==> src/awd_map.svh <==
`ifndef AWD_MAP_SVH
`define AWD_MAP_SVH

// Byte offsets in the 16-bit-address register space.
`define AWD_WINDOW_OFS 16'h000E
`define AWD_LWORD_OFS 16'h000C
`define AWD_LWORD_SHIFT 2

// Byte lanes of the register on the data bus.
`define AWD_LANE_HI 1
`define AWD_LANE_LO 0

// Field positions inside the window register.
`define AWD_RSV_TOP 15
`define AWD_EN_BIT 14
`define AWD_DIR_BIT 13
`define AWD_RSV_HI 12
`define AWD_RSV_LO 11
`define AWD_SIZE_HI 10
`define AWD_SIZE_LO 8
`define AWD_BASE_HI 7
`define AWD_BASE_LO 0
`define AWD_HI_BYTE_HI 15
`define AWD_HI_BYTE_LO 8

// Constant read values of the reserved bits.
`define AWD_RSV_TOP_VAL 1'h0
`define AWD_RSV_PAIR_VAL 2'h3

// Hard reset values of the stored fields.
`define AWD_EN_RST 1'h0
`define AWD_DIR_RST 1'h0
`define AWD_SIZE_RST 3'h0
`define AWD_BASE_RST 8'h00

// Address lines compared against the base field.
`define AWD_ADDR_HI 23
`define AWD_ADDR_LO 16

// Range arithmetic: unit is 65536 addresses, scaled by 2^(8 - size).
`define AWD_SPAN_UNIT 25'h0010000
`define AWD_SIZE_FULL 4'h8
`define AWD_MASK_ALL 8'hFF

`endif

==> src/awd_pkg.sv <==
package awd_pkg;

  typedef logic [2:0] awd_size_t;
  typedef logic [7:0] awd_base_t;
  typedef logic [23:0] awd_addr_t;
  typedef logic [15:0] awd_reg_t;
  typedef logic [24:0] awd_span_t;

  // Where a cycle seen on a bus is sent.
  typedef enum logic [1:0]
  {
    AWD_ROUTE_NONE,
    AWD_ROUTE_OWN,
    AWD_ROUTE_CROSS
  } awd_route_e;

endpackage

==> src/awd_sync2.sv <==
`timescale 1ns/1ps

module awd_sync2 #(
  parameter int WIDTH = 26
)
(
  input wire logic i_clk,
  input wire logic i_rst,
  input wire logic [WIDTH-1:0] i_async,
  output logic [WIDTH-1:0] o_sync
);

  logic [WIDTH-1:0] meta_r;
  logic [WIDTH-1:0] meta_nxt;
  logic [WIDTH-1:0] sync_r;
  logic [WIDTH-1:0] sync_nxt;

  // The first stage feeds the second stage only.
  always_comb
  begin
    meta_nxt = i_async;
    sync_nxt = meta_r;
  end

  always_ff @(posedge i_clk)
  begin
    if (i_rst)
    begin
      meta_r <= '0;
      sync_r <= '0;
    end
    else
    begin
      meta_r <= meta_nxt;
      sync_r <= sync_nxt;
    end
  end

  assign o_sync = sync_r;

endmodule

==> src/awd_decoder.sv <==
// How it works
// - Window register at offset E, byte accessible.
// - Enable bit 14 gates all A24 mapping.
// - Hard reset clears fields; soft reset keeps them.
// - Direction bit 13 picks inward or outward range.
// - Addresses outside range map the opposite way.
// - Bit 15 reads zero, writes ignored.
// - Bits 12-11 read binary 11, writes ignored.
// - Size field sets how many base bits compare.
// - Range holds 65536 times 2^(8-size) addresses.
// - Base bits compare against address lines 23-16.
// - New setting takes effect on lower-byte write.
// - Own base decoder wins over the window.
// - Compatibility mode disables the window; its alternate layout is not built.
// - Long access: this register on bits 15-0.
`timescale 1ns/1ps
`include "awd_map.svh"

module awd_decoder
(
  input wire logic i_clk,
  input wire logic i_rst,
  input wire logic i_soft_rst,
  input wire logic i_compat_layout_mode,
  input wire logic i_reg_req,
  input wire logic i_reg_wr,
  input wire logic [15:0] i_reg_addr,
  input wire logic [3:0] i_reg_be,
  input wire logic [31:0] i_reg_wdata,
  output logic o_reg_ack,
  output logic [31:0] o_reg_rdata,
  input wire logic i_vme_cyc,
  input wire logic [23:0] i_vme_addr,
  input wire logic i_vme_own_hit,
  input wire logic i_ext_cyc,
  input wire logic [23:0] i_ext_addr,
  input wire logic i_ext_own_hit,
  output logic o_map_outward,
  output logic o_map_inward,
  output logic o_vme_own,
  output logic o_ext_own,
  output logic o_window_active,
  output logic [24:0] o_window_span
);

  // True when the top size bits of the address equal those of the base.
  function automatic logic in_window(
    input awd_pkg::awd_addr_t addr,
    input awd_pkg::awd_base_t base,
    input awd_pkg::awd_size_t size
  );
    awd_pkg::awd_base_t mask;
    awd_pkg::awd_base_t top;
    mask = ~(`AWD_MASK_ALL >> size);
    top = addr[`AWD_ADDR_HI:`AWD_ADDR_LO];
    in_window = ((top ^ base) & mask) == 8'h00;
  endfunction

  // Routing of one bus's cycle: own decoder first, then the window.
  function automatic awd_pkg::awd_route_e route_of(
    input logic cyc,
    input logic own_hit,
    input logic live,
    input logic in_range,
    input logic range_is_this_way
  );
    if (!cyc)
    begin
      route_of = awd_pkg::AWD_ROUTE_NONE;
    end
    else if (own_hit)
    begin
      route_of = awd_pkg::AWD_ROUTE_OWN;
    end
    else if (live && (in_range == range_is_this_way))
    begin
      route_of = awd_pkg::AWD_ROUTE_CROSS;
    end
    else
    begin
      route_of = awd_pkg::AWD_ROUTE_NONE;
    end
  endfunction

  // Live window fields.
  logic en_r;
  logic en_nxt;
  logic dir_r;
  logic dir_nxt;
  awd_pkg::awd_size_t size_r;
  awd_pkg::awd_size_t size_nxt;
  awd_pkg::awd_base_t base_r;
  awd_pkg::awd_base_t base_nxt;
  // Upper byte held until the lower byte arrives.
  logic [7:0] stage_hi_r;
  logic [7:0] stage_hi_nxt;

  // Register bus answer.
  logic ack_r;
  logic ack_nxt;
  logic [31:0] rdata_r;
  logic [31:0] rdata_nxt;

  // Decode results.
  logic outward_r;
  logic outward_nxt;
  logic inward_r;
  logic inward_nxt;
  logic vme_own_r;
  logic vme_own_nxt;
  logic ext_own_r;
  logic ext_own_nxt;
  awd_pkg::awd_span_t span_r;
  awd_pkg::awd_span_t span_nxt;

  // Synchronised bus inputs.
  logic [25:0] vme_sync;
  logic [25:0] ext_sync;
  logic vme_cyc_s;
  logic ext_cyc_s;
  logic vme_own_s;
  logic ext_own_s;
  awd_pkg::awd_addr_t vme_addr_s;
  awd_pkg::awd_addr_t ext_addr_s;

  logic reg_hit;
  logic wr_hi;
  logic wr_lo;
  logic [7:0] new_hi;
  awd_pkg::awd_reg_t view;
  logic live;
  logic vme_in;
  logic ext_in;
  awd_pkg::awd_route_e vme_route;
  awd_pkg::awd_route_e ext_route;

  // Backplane and cable inputs arrive from outside this clock domain.
  awd_sync2 #(
    .WIDTH(26)
  ) u_vme_sync (
    .i_clk(i_clk),
    .i_rst(i_rst),
    .i_async({i_vme_cyc, i_vme_own_hit, i_vme_addr}),
    .o_sync(vme_sync)
  );

  awd_sync2 #(
    .WIDTH(26)
  ) u_ext_sync (
    .i_clk(i_clk),
    .i_rst(i_rst),
    .i_async({i_ext_cyc, i_ext_own_hit, i_ext_addr}),
    .o_sync(ext_sync)
  );

  assign vme_cyc_s = vme_sync[25];
  assign vme_own_s = vme_sync[24];
  assign vme_addr_s = vme_sync[23:0];
  assign ext_cyc_s = ext_sync[25];
  assign ext_own_s = ext_sync[24];
  assign ext_addr_s = ext_sync[23:0];

  // Register group. A 16-bit access at E and a 32-bit access at C both
  // land in the same longword; this register always rides bits 15-0.
  always_comb
  begin
    reg_hit = i_reg_req &&
      ((i_reg_addr >> `AWD_LWORD_SHIFT) ==
       (`AWD_WINDOW_OFS >> `AWD_LWORD_SHIFT));
    wr_hi = reg_hit && i_reg_wr && i_reg_be[`AWD_LANE_HI];
    wr_lo = reg_hit && i_reg_wr && i_reg_be[`AWD_LANE_LO];
    new_hi = wr_hi ? i_reg_wdata[`AWD_HI_BYTE_HI:`AWD_HI_BYTE_LO] :
      stage_hi_r;
    en_nxt = en_r;
    dir_nxt = dir_r;
    size_nxt = size_r;
    base_nxt = base_r;
    stage_hi_nxt = stage_hi_r;
    if (wr_hi)
    begin
      stage_hi_nxt = new_hi;
    end
    else if (i_soft_rst)
    begin
      // A soft reset drops a half-written upper byte, not the window.
      stage_hi_nxt = {`AWD_RSV_TOP_VAL, en_r, dir_r,
        `AWD_RSV_PAIR_VAL, size_r};
    end
    // Bits 15 and 12-11 of the staged byte are never copied out.
    if (wr_lo)
    begin
      en_nxt = new_hi[`AWD_EN_BIT - `AWD_HI_BYTE_LO];
      dir_nxt = new_hi[`AWD_DIR_BIT - `AWD_HI_BYTE_LO];
      size_nxt = new_hi[`AWD_SIZE_HI - `AWD_HI_BYTE_LO:
        `AWD_SIZE_LO - `AWD_HI_BYTE_LO];
      base_nxt = i_reg_wdata[`AWD_BASE_HI:`AWD_BASE_LO];
    end
  end

  always_ff @(posedge i_clk)
  begin
    if (i_rst)
    begin
      en_r <= `AWD_EN_RST;
      dir_r <= `AWD_DIR_RST;
      size_r <= `AWD_SIZE_RST;
      base_r <= `AWD_BASE_RST;
      stage_hi_r <= {`AWD_RSV_TOP_VAL, `AWD_EN_RST, `AWD_DIR_RST,
        `AWD_RSV_PAIR_VAL, `AWD_SIZE_RST};
    end
    else
    begin
      en_r <= en_nxt;
      dir_r <= dir_nxt;
      size_r <= size_nxt;
      base_r <= base_nxt;
      stage_hi_r <= stage_hi_nxt;
    end
  end

  // Bus answer group. The neighbouring register on bits 31-16 is held
  // elsewhere, so those bits read as zero from this block.
  always_comb
  begin
    view = {`AWD_RSV_TOP_VAL, en_r, dir_r, `AWD_RSV_PAIR_VAL,
      size_r, base_r};
    ack_nxt = reg_hit;
    rdata_nxt = 32'h00000000;
    if (reg_hit && !i_reg_wr)
    begin
      rdata_nxt = {16'h0000, view};
    end
  end

  always_ff @(posedge i_clk)
  begin
    if (i_rst)
    begin
      ack_r <= 1'h0;
      rdata_r <= 32'h00000000;
    end
    else
    begin
      ack_r <= ack_nxt;
      rdata_r <= rdata_nxt;
    end
  end

  // Decode group. The alternate layout of compatibility mode is not
  // built here, so in that mode the standard window maps nothing.
  always_comb
  begin
    live = en_r && !i_compat_layout_mode;
    vme_in = in_window(vme_addr_s, base_r, size_r);
    ext_in = in_window(ext_addr_s, base_r, size_r);
    // Direction set: range is inward; clear: range is outward.
    vme_route = route_of(vme_cyc_s, vme_own_s, live, vme_in,
      !dir_r);
    ext_route = route_of(ext_cyc_s, ext_own_s, live, ext_in,
      dir_r);
    outward_nxt = vme_route == awd_pkg::AWD_ROUTE_CROSS;
    inward_nxt = ext_route == awd_pkg::AWD_ROUTE_CROSS;
    vme_own_nxt = vme_route == awd_pkg::AWD_ROUTE_OWN;
    ext_own_nxt = ext_route == awd_pkg::AWD_ROUTE_OWN;
    span_nxt = `AWD_SPAN_UNIT <<
      (`AWD_SIZE_FULL - {1'h0, size_r});
  end

  always_ff @(posedge i_clk)
  begin
    if (i_rst)
    begin
      outward_r <= 1'h0;
      inward_r <= 1'h0;
      vme_own_r <= 1'h0;
      ext_own_r <= 1'h0;
      span_r <= `AWD_SPAN_UNIT << `AWD_SIZE_FULL;
    end
    else
    begin
      outward_r <= outward_nxt;
      inward_r <= inward_nxt;
      vme_own_r <= vme_own_nxt;
      ext_own_r <= ext_own_nxt;
      span_r <= span_nxt;
    end
  end

  assign o_reg_ack = ack_r;
  assign o_reg_rdata = rdata_r;
  assign o_map_outward = outward_r;
  assign o_map_inward = inward_r;
  assign o_vme_own = vme_own_r;
  assign o_ext_own = ext_own_r;
  assign o_window_active = en_r && !i_compat_layout_mode;
  assign o_window_span = span_r;

endmodule

==> config.mk <==
export PLATFORM = sky130hd
export DESIGN_NAME = awd_decoder
export DESIGN_NICKNAME = d
export VERILOG_FILES = /design/src/awd_pkg.sv /design/src/awd_sync2.sv /design/src/awd_decoder.sv
export VERILOG_INCLUDE_DIRS = /design/src
export SDC_FILE = /design/constraint.sdc
export NUM_CORES = 1
export LEC_CHECK = 0
export BUFFER_PORTS_ARGS = -buffer_cell sky130_fd_sc_hd__buf_2
export CAP_MARGIN = 20
export CORE_MARGIN = 10
export CORE_UTILIZATION = 44
export CTS_BUF_LIST = sky130_fd_sc_hd__clkbuf_16
export CTS_CLUSTER_DIAMETER = 120
export DETAILED_ROUTE_END_ITERATION = 10
export GPL_ROUTABILITY_DRIVEN = 0
export GPL_TIMING_DRIVEN = 1
export PLACE_DENSITY = 0.77
export REMOVE_ABC_BUFFERS = 1
export SYNTH_ARGS = -nofsm -noshare
export SYNTH_HDL_FRONTEND = slang
export SYNTH_SLANG_ARGS = --single-unit
==> constraint.sdc <==
create_clock -name i_clk -period 2.1 [get_ports i_clk]
set_clock_uncertainty 0.05 [all_clocks]
set_input_delay 0.105 -clock i_clk [delete_from_list [all_inputs] [get_ports i_clk]]
set_output_delay 0.105 -clock i_clk [all_outputs]
set_load 0.05 [all_outputs]
==> results.toml <==
[synthesis]
ys_types = 36
syn_area_mm2 = 0.00318
ys_seq_area_share_pct = 51.7
yosys.area.top_type = "dfxtp_1"
synth_top_area_share_pct = 51.7
synthTopCellsByArea = "dfxtp_1, buf_4, nor2b_1, mux2i_1, xor2_1"
yosys_warnings = 0
ys_ff_latch = 82
netlist_instances = 302
avgSynthCellArea_um2 = 10.5

[setup_path]
critPathTopFamily = "simple AND/OR/NAND/NOR gates"
path_buf_inv = 2
reg2regPathDepth = 8
cpMostUsedCell = "inv_1"
arrival_ps = 2000
r2r_start = "size_r[0]"
cp-endpoint = "o_map_inward"
cp_data_required_time_ps = 2270
worst-setup-path-type = "flip-flop to flip-flop"
rrSetupSlack_ps = 270
crit_path_end_kind = "flip-flop"
cp_slowest_cell = "or2_2"
path_cells = "or2_2 -> inv_1 -> ha_1 -> inv_1 -> a222oi_1 -> nand2_1 -> nor3_1 -> and3b_1"
worstSetupPathDepth = 8
critPathLaunch = "size_r[0]"
slowest_delay_ps = 330
crit_fanout = 4
start_kind = "flip-flop"
r2r_end = "o_map_inward"

[run_status]
outcome = "complete, no violations"

[pwr]
power_density_mw_per_mm2 = 900
p_int_uw = 2980
sw_frac_of_total_pct = 21.4
comb_power_share_pct = 7.9
p_leak_uw = 0.00196
pwr-share-clk_pct = 49.9
ir_drop_v = 0.000426
p_sw_uw = 812
seq_power_share_pct = 42.2

[worst_hold_path]
hold_path.class = "primary input to flip-flop"

[sta]
slew_viol_final = 0
layout_min_cycle_time_ps = 1830
rsz0062_at_grt = "no"
min_period_over_period_pct = 87.1
hold_violations = 0
finalSetupViolations = 0
timing.setup.tns_ps = 0
setup_slack_ps = 270
fmax_mhz = 546

[detailed_routing]
ant_nets = 0
routed_wl_um = 7030
drc = 0
num_vias = 2247
drt_iter0_markers = 63
drt_pre_antenna_iters = 4
wire_per_inst_um = 13.6
viasPerCell = 4.35

[floorplanning]
io_pins = 173
fp.dieW_um = 105
core_area_mm2 = 0.00691
start_util_pct = 46.0
rows = 30
die_area_mm2 = 0.0110
die_h_um = 105

[clock_network]
cts-root-buf = "clkbuf_16"
cts_buffers = 9
cts.sinks = 82
cts_tree = "built"
clk_latency_ps = 330
cts_max_level = 3
clk_pin_slew_worst_paths_ps = 60
clockBufferDepth = 2

[layout]
fin_util_pct = 61.0
postLayoutCellArea_mm2 = 0.00421
layout_common_cells = "dfxtp_1, buf_2, nor2b_1, conb_1, dlygate4sd3_1"
drive_gt1_share_pct = 28.6
antenna_cells = 0
nFillCells = 601
nets = 528
final_cells = 516
areaGrowthSynthToFinish_pct = 32.5

[global_routing]
grt_overflow_total = 0
grt_usage_pct = 12.9
grt_pass1_vias = 2438
grt_max_degree = 63
grt_pass1_wl_um = 11600
antenna_found_initial = 0

[job]
cap_violations = 0

[placement]
postPlaceCellArea_mm2 = 0.00352
dp_cells = 468
hpwl_um = 4960
io_buffers = 82
dpl_worst_slack_ps = 252
==> power by group through the flow <==
| stage | clock (µW) | sequential [µW] | combinational [µW] |
|---|---|---|---|
| after floorplan | 0 | 1630 | 169 |
| after global placement | 0 | 1630 | 247 |
| after detailed placement | 0 | 1630 | 251 |
| after CTS | 1930 | 1600 | 299 |
| after global routing | 1980 | 1600 | 324 |
| final | 1890 | 1600 | 301 |
==> how the worst min path moves through the flow <==
stage	slack [ps]	cells past startpoint	startpoint	endpoint
final	50	4	i_reg_addr[7]	o_reg_ack
after global routing	90	4	i_reg_addr[9]	o_reg_ack
after CTS	30	4	i_reg_addr[9]	o_reg_ack
after detailed placement	270	2	i_vme_addr[20]	u_vme_sync.meta_r[20]
after global placement	260	2	i_ext_own_hit	u_ext_sync.meta_r[24]
after floorplan	120	1	i_rst	dir_r
==> Yosys cell counts <==
| cell type | count |
|---|---|
| a211oi_2 | 5 |
| a21boi_0 | 1 |
| a21o_1 | 1 |
| a21oi_1 | 2 |
| a222oi_1 | 2 |
| a311oi_1 | 1 |
| a32oi_1 | 1 |
| and2_1 | 12 |
| and3_1 | 1 |
| and3b_1 | 1 |
| and4_2 | 1 |
| and4_4 | 1 |
| buf_12 | 2 |
| buf_2 | 5 |
| buf_4 | 34 |
| clkbuf_1 | 7 |
| conb_1 | 1 |
| dfxtp_1 | 82 |
| ha_1 | 3 |
| inv_1 | 7 |
| mux2_2 | 5 |
| mux2i_1 | 19 |
| nand2_1 | 6 |
| nand2b_1 | 7 |
| nor2_1 | 22 |
| nor2_2 | 5 |
| nor2b_1 | 36 |
| nor3_1 | 9 |
| nor3b_1 | 1 |
| nor4_1 | 2 |
| nor4b_2 | 1 |
| nor4bb_1 | 1 |
| o21ai_0 | 3 |
| or2_2 | 1 |
| xnor2_1 | 1 |
| xor2_1 | 13 |
==> layout make-up <==
type	instances	area (µm²)	area share [%]
clock buffers	9	225	5.35
clock inverters	7	140	3.33
inverters	7	26.3	0.624
multi-input cells	197	1280	30.5
flip-flops and latches	82	1640	39.0
well taps	96	120	2.85
repair buffers	118	773	18.4
==> metrics by stage <==
stage	hold WS, ps	total power (µW)
floorplan	120	1800
global placement	264	1880
detailed placement	267	1880
global route	87.1	3900
CTS	30.3	3830
finish	45.5	3790
==> state kept, by name, summed over array words and instances, names as in the netlist <==
signal             cells
u_vme_sync.o_sync      9
o_map_inward           1
u_ext_sync.o_sync      9
base_r                 8
en_r                   1
o_vme_own              1
size_r                 3
u_ext_sync.meta_r      9
o_ext_own              1
o_map_outward          1
stage_hi_r             5
o_window_span          9
u_vme_sync.meta_r      9
o_reg_rdata           14
dir_r                  1
o_reg_ack              1
==> tightest hold or removal path: stages <==
cell     delay [ps]
buf_2            90
nor4_1           40
nand2_1          90
inv_1            40
==> layer usage <==
metal	wire length (µm)	track usage (%)	up-vias	part of all wire, %
li1	-	-	1138	-
met1	3030	14.6	1001	43
met2	3330	20.5	97	47
met3	549	5.22	11	7.8
met4	116	6.27	0	1.7
met5	0	0	-	0
==> kinds of logic after synthesis <==
| family | after synthesis | share of synthesized area, % |
|---|---|---|
| simple gates | 107 | 19.3 |
| flops | 82 | 51.7 |
| buf+inv | 55 | 11.7 |
| mux | 24 | 7.76 |
| compound gates | 16 | 4.41 |
| xor+xnor | 14 | 3.86 |
| fa+ha+maj | 3 | 1.18 |
| other cells | 1 | 0.118 |
==> repair_timing <==
item,in CTS,in global routing
setup buffers,0,0
hold buffers,32,0
setup endpoints to repair,0,0
endpoints found under the hold margin,32,0
gates resized for setup,0,0
Power figures use the tool's default switching activity.
